==> src/rtl/cbs_pkg.sv <==
package cbs_pkg;

  // register map
  localparam logic [15:0] WAIT_CTRL_ADDR   = 16'h0032;
  localparam int          MEM_WAIT_MSB     = 7;
  localparam int          MEM_WAIT_LSB     = 6;
  localparam int          IO_WAIT_MSB      = 5;
  localparam int          IO_WAIT_LSB      = 4;
  localparam logic [1:0]  MEM_WAIT_RESET   = 2'h3;
  localparam logic [1:0]  IO_WAIT_RESET    = 2'h3;
  localparam logic [7:0]  LOW_NIBBLE_RESET = 8'h00;
  // internal i/o window: these i/o addresses get no programmed wait states
  localparam logic [15:0] INT_IO_LAST      = 16'h003F;
  // restart address after reset
  localparam logic [18:0] RESTART_ADDR     = 19'h00000;
  // reset must be held this many system clocks
  localparam int          RESET_HOLD_CLKS  = 6;
  // system clock is crystal divided by this
  localparam int          CLK_DIVIDE       = 2;

  // cpu request kinds
  typedef enum logic [2:0] {
    CBS_OP_INTERNAL,
    CBS_OP_FETCH,
    CBS_OP_MEM_RD,
    CBS_OP_MEM_WR,
    CBS_OP_IO_RD,
    CBS_OP_IO_WR
  } cbs_op_e;

endpackage : cbs_pkg

==> src/rtl/cbs_bus_seq.sv <==
`timescale 1ns/10ps
module cbs_bus_seq
  import cbs_pkg::*;
(
  input  wire logic        ref_clk,          // crystal clock
  input  wire logic        rst,              // reset, already held long enough
  // cpu core side
  input  wire logic        cpu_req,          // start a machine cycle
  input  wire logic [2:0]  cpu_op,           // cbs_op_e
  input  wire logic [18:0] cpu_addr,         // translated memory address
  input  wire logic [15:0] cpu_io_addr,      // untranslated io address
  input  wire logic [7:0]  cpu_wdata,
  output logic             cpu_ready,        // accepts a request
  output logic             cpu_done,         // cycle completed pulse
  output logic      [7:0]  cpu_rdata,
  output logic             restart,          // high for as long as reset is held: resume at restart_addr
  output logic      [18:0] restart_addr,
  output logic             refresh_hold,     // refresh must not run now
  // pins
  output logic             sys_clk,
  output logic      [18:0] addr_out,
  output logic             addr_oe,
  input  wire logic [7:0]  data_in,
  output logic      [7:0]  data_out,
  output logic             data_oe,
  output logic             memory_enable_n,
  output logic             io_enable_n,
  output logic             read_n,
  output logic             write_n,
  output logic             ctrl_oe,
  output logic             opcode_fetch_strobe_n,
  input  wire logic        wait_n,
  input  wire logic        bus_request_n,
  output logic             bus_grant_n
);

  typedef enum logic [2:0] {
    CBS_IDLE,
    CBS_T1,
    CBS_T2,
    CBS_TW,
    CBS_T3,
    CBS_TI,
    CBS_TX
  } cbs_state_e;

  cbs_state_e  state;
  cbs_op_e     op;
  logic        second_half;
  logic [18:0] addr_q;
  logic [7:0]  wdata_q;
  logic [2:0]  wait_cnt;
  logic [2:0]  prog_waits;
  logic        reg_wr;
  logic [7:0]  reg_value;
  logic        wait_lo;
  logic        breq_lo;
  logic [2:0]  wait_sync;
  logic [2:0]  breq_sync;
  logic        need_wait;
  logic        data_drive;

  // decode helpers
  function automatic logic op_is_io(input cbs_op_e o);
    op_is_io = (o == CBS_OP_IO_RD) || (o == CBS_OP_IO_WR);
  endfunction : op_is_io

  function automatic logic op_is_write(input cbs_op_e o);
    op_is_write = (o == CBS_OP_MEM_WR) || (o == CBS_OP_IO_WR);
  endfunction : op_is_write

  function automatic logic op_is_bus(input cbs_op_e o);
    op_is_bus = (o != CBS_OP_INTERNAL);
  endfunction : op_is_bus

  // states in which the combined wait decides the next state
  function automatic logic in_wait_window(input cbs_state_e s);
    in_wait_window = (s == CBS_T2) || (s == CBS_TW);
  endfunction : in_wait_window

  // io address of the wait control register
  function automatic logic at_wait_reg(input logic [18:0] a);
    at_wait_reg = (a[15:0] == WAIT_CTRL_ADDR);
  endfunction : at_wait_reg

  // address put out for a cycle: io addresses bypass translation
  function automatic logic [18:0] cycle_addr(input cbs_op_e o, input logic [18:0] mem_a, input logic [15:0] io_a);
    if (op_is_io(o)) begin
      cycle_addr = {3'h0, io_a};
    end else begin
      cycle_addr = mem_a;
    end
  endfunction : cycle_addr

  ////////////////////////////////////////////////////////////////////////////
  // crystal divider and wait register

  cbs_clk_div u_clk_div (
    .ref_clk     (ref_clk),
    .rst         (rst),
    .sys_clk     (sys_clk),
    .second_half (second_half)
  );

  cbs_wait_ctrl u_wait_ctrl (
    .ref_clk    (ref_clk),
    .rst        (rst),
    .reg_wr     (reg_wr),
    .reg_wdata  (wdata_q),
    .reg_value  (reg_value),
    .is_io      (op_is_io(op)),
    .is_int_io  (addr_q[15:0] <= INT_IO_LAST),
    .prog_waits (prog_waits)
  );

  ////////////////////////////////////////////////////////////////////////////
  // input synchronisers, a change counts once stages two and three agree

  always_ff @(posedge ref_clk) begin
    if (rst) begin
      wait_sync <= 3'h7;
      breq_sync <= 3'h7;
    end else begin
      wait_sync <= {wait_sync[1:0], wait_n};
      breq_sync <= {breq_sync[1:0], bus_request_n};
    end
  end

  always_ff @(posedge ref_clk) begin
    if (rst) begin
      wait_lo <= 1'b0;
      breq_lo <= 1'b0;
    end else begin
      if (wait_sync[1] == wait_sync[2]) begin
        wait_lo <= ~wait_sync[2];
      end
      if (breq_sync[1] == breq_sync[2]) begin
        breq_lo <= ~breq_sync[2];
      end
    end
  end

  // combined wait: external low or programmed count not yet spent
  assign need_wait = wait_lo || (wait_cnt < prog_waits);

  ////////////////////////////////////////////////////////////////////////////
  // machine cycle sequencer; states advance at the end of the second half

  always_ff @(posedge ref_clk) begin
    if (rst) begin
      state <= CBS_IDLE;
    end else if (second_half) begin
      unique case (state)
        CBS_IDLE, CBS_T3, CBS_TI: begin
          if (breq_lo) begin
            state <= CBS_TX;
          end else if (cpu_req && op_is_bus(cbs_op_e'(cpu_op))) begin
            state <= CBS_T1;
          end else if (cpu_req) begin
            state <= CBS_TI;
          end else begin
            state <= CBS_IDLE;
          end
        end
        CBS_T1: begin
          state <= CBS_T2;
        end
        CBS_T2, CBS_TW: begin
          state <= need_wait ? CBS_TW : CBS_T3;
        end
        CBS_TX: begin
          state <= breq_lo ? CBS_TX : CBS_IDLE;
        end
      endcase
    end
  end

  // capture the request at the start of each cycle
  always_ff @(posedge ref_clk) begin
    if (rst) begin
      op      <= CBS_OP_INTERNAL;
      addr_q  <= RESTART_ADDR;
      wdata_q <= 8'h00;
    end else if (second_half && cpu_ready && cpu_req) begin
      op      <= cbs_op_e'(cpu_op);
      wdata_q <= cpu_wdata;
      addr_q  <= cycle_addr(cbs_op_e'(cpu_op), cpu_addr, cpu_io_addr);
    end
  end

  // programmed wait counter, counted in T2 and each wait state
  always_ff @(posedge ref_clk) begin
    if (rst) begin
      wait_cnt <= 3'h0;
    end else if (second_half && state == CBS_T1) begin
      wait_cnt <= 3'h0;
    end else if (second_half && in_wait_window(state) && wait_cnt != 3'h7) begin
      wait_cnt <= wait_cnt + 3'h1;
    end
  end

  ////////////////////////////////////////////////////////////////////////////
  // data capture: fetch at T3 rising edge, other reads at T3 falling edge

  always_ff @(posedge ref_clk) begin
    if (rst) begin
      cpu_rdata <= 8'h00;
    end else if (op == CBS_OP_FETCH && second_half && in_wait_window(state) && !need_wait) begin
      cpu_rdata <= data_in;
    end else if (state == CBS_T3 && !second_half && op == CBS_OP_IO_RD && at_wait_reg(addr_q)) begin
      cpu_rdata <= reg_value;
    end else if (state == CBS_T3 && !second_half && (op == CBS_OP_MEM_RD || op == CBS_OP_IO_RD)) begin
      cpu_rdata <= data_in;
    end
  end

  // register write in T3 of an io write to its address
  assign reg_wr = second_half && state == CBS_T3 && op == CBS_OP_IO_WR && at_wait_reg(addr_q);

  // handshake with the core and restart vector
  assign cpu_ready    = second_half && (state == CBS_IDLE || state == CBS_T3 || state == CBS_TI) && !breq_lo;
  assign cpu_done     = second_half && (state == CBS_T3 || state == CBS_TI);
  assign restart      = rst;
  assign restart_addr = RESTART_ADDR;

  // refresh waits out wait states and bus release
  assign refresh_hold = state == CBS_TW || state == CBS_TX;

  ////////////////////////////////////////////////////////////////////////////
  // pin drive

  // address from the start of T1, held through waits
  always_ff @(posedge ref_clk) begin
    if (rst) begin
      addr_out <= RESTART_ADDR;
    end else if (second_half && cpu_ready && cpu_req) begin
      addr_out <= cycle_addr(cbs_op_e'(cpu_op), cpu_addr, cpu_io_addr);
    end
  end

  // enables and read asserted in T1 second half, write from T2, fetch strobe through all of T1; held stable through wait states
  always_comb begin
    memory_enable_n       = 1'b1;
    io_enable_n           = 1'b1;
    read_n                = 1'b1;
    write_n               = 1'b1;
    opcode_fetch_strobe_n = 1'b1;
    if (state == CBS_T1 || state == CBS_T2 || state == CBS_TW || state == CBS_T3) begin
      opcode_fetch_strobe_n = (op != CBS_OP_FETCH);
      if (!(state == CBS_T1 && !second_half) && !(state == CBS_T3 && second_half && op_is_write(op))) begin
        memory_enable_n = op_is_io(op);
        io_enable_n     = !op_is_io(op);
        read_n          = op_is_write(op);
        write_n         = !(op_is_write(op) && state != CBS_T1);
      end
    end
  end

  // write data from end of T1 until T3 ends, after the strobes drop
  assign data_drive = op_is_write(op) && (in_wait_window(state) || state == CBS_T3);
  assign data_out   = wdata_q;
  assign data_oe    = data_drive;

  // float during release, grant only once floated
  assign addr_oe = state != CBS_TX;
  assign ctrl_oe = state != CBS_TX;

  // grant follows the floated bus by one crystal clock
  always_ff @(posedge ref_clk) begin
    if (rst) begin
      bus_grant_n <= 1'b1;
    end else begin
      bus_grant_n <= !(state == CBS_TX && breq_lo);
    end
  end

endmodule : cbs_bus_seq

==> src/rtl/cbs_clk_div.sv <==
`timescale 1ns/10ps
// divides the crystal clock by two and marks the two halves of each system clock
module cbs_clk_div
  import cbs_pkg::*;
(
  input  wire logic ref_clk,
  input  wire logic rst,
  output logic      sys_clk,
  output logic      second_half
);

  logic [0:0] phase;

  // toggle on every rising crystal edge: phase 0 = first half (clock high), 1 = second half
  always_ff @(posedge ref_clk) begin
    if (rst) begin
      phase <= 1'b0;
    end else if (phase == 1'(CLK_DIVIDE - 1)) begin
      phase <= 1'b0;
    end else begin
      phase <= phase + 1'b1;
    end
  end

  assign second_half = phase[0];
  assign sys_clk     = ~phase[0];

endmodule : cbs_clk_div

==> src/rtl/cbs_wait_ctrl.sv <==
`timescale 1ns/10ps
// wait and transfer control register plus programmed wait count decode
module cbs_wait_ctrl
  import cbs_pkg::*;
(
  input  wire logic       ref_clk,
  input  wire logic       rst,
  input  wire logic       reg_wr,
  input  wire logic [7:0] reg_wdata,
  output logic      [7:0] reg_value,
  input  wire logic       is_io,
  input  wire logic       is_int_io,
  output logic      [2:0] prog_waits
);

  logic [1:0] mem_wait;
  logic [1:0] io_wait;
  logic [3:0] low_bits;

  // fields are plain read/write, wait fields all ones and low nibble zero after reset
  always_ff @(posedge ref_clk) begin
    if (rst) begin
      mem_wait <= MEM_WAIT_RESET;
      io_wait  <= IO_WAIT_RESET;
      low_bits <= LOW_NIBBLE_RESET[3:0];
    end else if (reg_wr) begin
      mem_wait <= reg_wdata[MEM_WAIT_MSB:MEM_WAIT_LSB];
      io_wait  <= reg_wdata[IO_WAIT_MSB:IO_WAIT_LSB];
      low_bits <= reg_wdata[3:0];
    end
  end

  assign reg_value = {mem_wait, io_wait, low_bits};

  // memory: 0..3, external io: 1..4, internal io: none
  always_comb begin
    if (is_io && is_int_io) begin
      prog_waits = 3'h0;
    end else if (is_io) begin
      prog_waits = {1'b0, io_wait} + 3'h1;
    end else begin
      prog_waits = {1'b0, mem_wait};
    end
  end

endmodule : cbs_wait_ctrl

==> config.mk <==
export PLATFORM = sky130hd
export DESIGN_NAME = cbs_bus_seq
export DESIGN_NICKNAME = d
export VERILOG_FILES = /design/src/rtl/cbs_pkg.sv /design/src/rtl/cbs_bus_seq.sv /design/src/rtl/cbs_clk_div.sv /design/src/rtl/cbs_wait_ctrl.sv
export SDC_FILE = /design/constraint.sdc
export NUM_CORES = 1
export LEC_CHECK = 0
export BUFFER_PORTS_ARGS = -buffer_cell sky130_fd_sc_hd__buf_4
export CAP_MARGIN = 0
export CORE_UTILIZATION = 51
export DETAILED_ROUTE_END_ITERATION = 6
export PLACE_DENSITY = 0.81
export SLEW_MARGIN = 20
export SYNTH_ARGS = -nofsm -noshare
export SYNTH_HDL_FRONTEND = slang
export SYNTH_SLANG_ARGS = --single-unit
==> constraint.sdc <==
create_clock -name ref_clk -period 6.16 [get_ports ref_clk]
set_input_delay 0.308 -clock ref_clk [delete_from_list [all_inputs] [get_ports ref_clk]]
set_output_delay 0.308 -clock ref_clk [all_outputs]
set_load 0.02 [all_outputs]
# --- Yosys cells after proc, flatten, opt, wreduce, memory -nomap -nowiden ---
# Index checks and enable logic that the tools add are counted.
# W data, S select, Z words.
totals:
  register_bits: 62
  in_bits: 59
  out_inout_bits: 68
  word_cells: 119
op_classes:
  n_addsub: 3
  order_cmp: 2
  n_eq_ne: 20
  muxes: 21
  bitwise_logic: 3
  reduce_logical: 55
ops:
  columns: ["operator", "n"]
  rows:
  - ["$logic_and A1 B1 Y1", 26]
  - ["$mux W8", 3]
  - ["$eq A3 B3 Y1 const B", 7]
  - ["$mux W3", 7]
  - ["$mux W19", 1]
  - ["$eq A16 B6 Y1 const B", 1]
  - ["$le A16 B6 Y1 const B", 1]
  - ["$logic_or A1 B1 Y1", 14]
  - ["$eq A3 B2 Y1 const B", 4]
  - ["$pmux W3 S4", 1]
  - ["$mux W1", 9]
  - ["$logic_not A1 Y1", 8]
  - ["$eq A3 B1 Y1 const B", 2]
  - ["$ne A3 B1 Y1 const B", 2]
  - ["$ne A3 B3 Y1 const B", 2]
  - ["$reduce_bool A3 Y1", 2]
  - ["$reduce_or A2 Y1", 3]
  - ["$add A2 B1 Y3 const B", 1]
  - ["$add A3 B1 Y3 const B", 1]
  - ["$logic_not A3 Y1", 1]
  - ["$lt A3 B3 Y1", 1]
  - ["$not A1 Y1", 3]
  - ["$reduce_or A3 Y1", 1]
  - ["$eq A1 B1 Y1", 2]
  - ["$add A1 B1 Y1 const B", 1]

# --- Logic depth before layout (Yosys ltp) ---
logic_depth:
  depth_word: 9
  depth_mapped: 11
  depth_no_buf: 10

# --- Cells and area by module ---
# From an unflattened synthesis, not the netlist that was laid out.
hier_totals:
  hier_cells: 348
  hier_area_um2: 3121.7
modules_own_cells:
  columns: ["mod", "instances", "cells_each", "area_per_inst_um2", "seq_area_each_um2"]
  rows:
  - ["cbs_bus_seq", 1, 312, 2761.4, 1061.0]
  - ["cbs_wait_ctrl", 1, 33, 332.8, 160.2]
  - ["cbs_clk_div", 1, 3, 27.5, 20.0]

# --- Worst setup path before layout ---
# No wires, ideal clock.
synth_path:
  path_type: "register -> register"
  start: "register, netlist name addr_out[12]"
  end: "register cpu_rdata[0]"
  setup_ps: 70
  arrival_ps: 2976
  t_required_ps: 6090
  path_slack_ps: 3114
  path_stages_with_launch: 12
  path_buffers: 1
  synth_period_minus_slack_ps: 3046
  cell_sequence: "dfxtp_1 -> or4_4 -> or3_2 -> and3_1 -> a21oi_1 -> ha_1 -> o21a_1 -> o2111ai_1 -> a31oi_4 -> or2_2 -> buf_6 -> a21oi_1"
synth_lines:
  columns: ["element", "line_no", "rtl"]
  rows:
  - ["end signal, assigned", "cbs_bus_seq.sv:209", "cpu_rdata <= data_in;"]
  - ["end signal, assigned", "cbs_bus_seq.sv:211", "cpu_rdata <= reg_value;"]
  - ["end signal, assigned", "cbs_bus_seq.sv:213", "cpu_rdata <= data_in;"]
  - ["end, declared", "cbs_bus_seq.sv:15", "output logic [7:0] cpu_rdata,"]

==> results.py <==
metrics = {
    "global_routing": {
        "grt_pass1_wl_microns": 11800,
        "first_global_vias": 2529,
        "antenna_found_initial": 0,
        "grt_overflow": 0,
        "grt_start_max_net_pins": 50,
        "grt_util_all_layers": 0.248,
    },
    "floorplan": {
        "row_count": 27,
        "io_pins": 127,
        "die_y_microns": 78.7,
        "dieArea_sq_um": 6190,
        "core-area_sq_um": 5570,
        "start_util": 0.538,
        "die_w_microns": 78.7,
    },
    "sta": {
        "whs_ps": 154,
        "period_needed_ps": 3150,
        "finalWorstSetupSlack_ps": 3010,
        "setup-violations-final": 0,
        "grt_setup_unrepaired": "no",
        "clock_skew_ps": 8.03,
        "worst_pin_slew_ps": 1050,
        "min_period_over_period": 0.511,
        "relSlewSlack": 0.301,
        "hold_viol": 0,
        "clock.fmax_mhz": 318,
        "tns_ps": 0,
        "report.final.slew_viol_count": 0,
    },
    "job": {
        "drv_cap": 0,
    },
    "detailed_routing": {
        "wl_per_cell_microns": 14.1,
        "drt_iter0_markers": 159,
        "vias": 2691,
        "drtAntennaViolNets": 0,
        "drc": 0,
        "drt-total-wl_microns": 7290,
        "vias_per_cell": 5.22,
        "drt_first_pass_iters": 4,
    },
    "placement": {
        "dpl_cell_area_sq_um": 3720,
        "portBuffers": 107,
        "detailed_place_hpwl_microns": 5470,
        "post-place-ws_ps": 3040,
        "place.gp.congestion": 0.852,
    },
    "clocking": {
        "cts_buffer_depth": 2,
        "cts_tree": "built",
        "cts_resized": 0,
        "clock-root-buffer": "clkbuf_8",
        "cts_setup_buffers": 0,
        "cts_buffers": 9,
        "cts_hold_buf": 0,
        "cts.htree.levels": 3,
        "path_clk_slew_ps": 70,
        "clkLatencyLatePin_ps": 340,
        "cts_sinks": 62,
    },
    "worst_setup_path": {
        "cp_common_cell": "a21oi_1",
        "arrival_ps": 3420,
        "cpLargestDelayFamily": "simple AND/OR/NAND/NOR gates",
        "crit_path_end_kind": "flip-flop",
        "path_buf_inv": 0,
        "worstPathCellList": "or4_4 > or3_2 > and3_1 > a21oi_1 > ha_1 > o21a_1 > o2111ai_1 > a31oi_4 > or2_2 > a21oi_1",
        "slowest_delay_ps": 550,
        "path_max_fanout": 9,
        "critical-path-slowest-cell": "or4_4",
        "worstSetupPathType": "reg2reg",
        "crit_required_ps": 6430,
        "cp-start-kind": "flip-flop",
    },
    "logic_synthesis": {
        "yosysSeqAreaShare": 0.414,
        "ys.flop_type": "dfxtp_1",
        "async_reset_ff_frac": 0,
        "synthCells": 343,
        "ys_warn_count": 0,
        "ys_types": 45,
        "syn_area_per_cell_sq_um": 8.74,
        "syn_area_sq_um": 3000,
        "ys_ff_latch": 62,
        "synth-edff-count": 0,
    },
    "power_and_ir_drop": {
        "p_per_area_nw_per_um2": 230,
        "leakage_uw": 0.00188,
        "vdd_drop_max_mv": 0.142,
    },
    "finish": {
        "synthToLayoutAreaGrowth_pct": 29.7,
        "layout_common_cells": "buf_4, dfxtp_1, nand2_1",
        "final_area_sq_um": 3890,
        "layout_commonest_cell": "buf_4",
        "drive_above_1_share": 0.313,
        "nets": 503,
        "diodes": 0,
    },
    "run_status": {
        "outcome": "finished, final reports clean",
    },
    "min_path": {
        "hp-class": "in2reg",
    },
}
## state kept, by name (all words and copies together), names as in the netlist
signal                 flops
data_out                   8
wait_lo                    1
u_wait_ctrl.low_bits       4
breq_sync                  3
u_wait_ctrl.mem_wait       2
wait_sync                  3
op                         3
state                      3
breq_lo                    1
addr_out                  19
bus_grant_n                1
u_wait_ctrl.io_wait        2
cpu_rdata                  8
u_clk_div.second_half      1
wait_cnt                   3
## path summary, 6_finish.rpt
check / endpoint / startpoint / cells after the start / slack (ps)
worst min-delay path: breq_sync[0] / bus_request_n / 2 / 150
worst min register to register: wait_sync[1] / wait_sync[0] / 1 / 410
worst max-delay path: cpu_rdata[5] / addr_out[12] / 10 / 3010
worst max register to register: cpu_rdata[5] / addr_out[12] / 10 / 3010
## cells in the mapped netlist, types with 2 or more instances
cell / instances / share of area
o21ai_0: 8 / 0.013
nor3_1: 3 / 0.0050
clkbuf_1: 10 / 0.013
inv_1: 6 / 0.0075
or4_4: 2 / 0.0075
nand3_1: 5 / 0.0083
a211oi_1: 19 / 0.048
mux2i_1: 33 / 0.11
dfxtp_1: 62 / 0.41
and3_1: 2 / 0.0042
nor2b_1: 3 / 0.0063
ha_1: 5 / 0.021
or2_2: 9 / 0.019
nor3b_1: 3 / 0.0075
a31o_2: 2 / 0.0058
nand2b_1: 5 / 0.010
o31ai_1: 8 / 0.020
nor2_1: 34 / 0.043
buf_2: 5 / 0.0083
a21oi_1: 32 / 0.053
and2_1: 2 / 0.0042
nand2_1: 38 / 0.048
buf_4: 21 / 0.053
o21a_1: 2 / 0.0050
buf_1: 4 / 0.0050
## worst reg2reg max path, delay by kind of cell (launching register included)
family / cells / cell delay (ps)
AO/OA/AOI/OAI: 5 / 850
adder cells (fa/ha/maj): 1 / 250
flip-flops: 1 / 320
AND/OR/NAND/NOR: 4 / 1640
## layout make-up
class,count,area [sq um]
Multi-Input combinational cell,252,1560
Timing Repair Buffer,108,811
Fill cell,457,1690
Inverter,6,22.5
Sequential cell,62,1240
Tap cell,72,90.1
Clock buffer,12,145
Clock inverter,4,22.5
## through the flow
| stage | utilization | cells | power (uW) |
|---|---|---|---|
| finish | 0.698 | 516 | 896 |
| floorplan | - | 361 | 540 |
| detailed placement | 0.668 | 500 | 597 |
| CTS | 0.698 | 516 | 901 |
| global route | 0.698 | 516 | 937 |
| global placement | 0.668 | 500 | 594 |
## kinds of logic (layout without fill, tap and decap cells)
kind of cell,after synthesis,after routing,synth area share
XOR/XNOR,2,2,0.00584
multiplexers,33,33,0.110
flip-flops,62,62,0.414
buffers and inverters,47,130,0.0897
AO/OA/AOI/OAI,74,74,0.158
AND/OR/NAND/NOR,118,118,0.197
other,1,19,0.00125
adder cells (fa/ha/maj),6,6,0.0242
## report_power, final
part / switching (uW) / internal (uW)
combinational: 84.3 / 71.7
sequential: 15.7 / 417
clock: 152 / 155
## metal layers
| metal | part of all wire | global-route usage | vias up |
|---|---|---|---|
| met5 | 0 | 0 | - |
| met4 | 0.020 | 0.113 | 0 |
| met3 | 0.084 | 0.0698 | 14 |
| met2 | 0.48 | 0.412 | 113 |
| met1 | 0.41 | 0.294 | 1210 |
| li1 | - | - | 1354 |
Note: power is estimated with default switching activity, not from simulation.
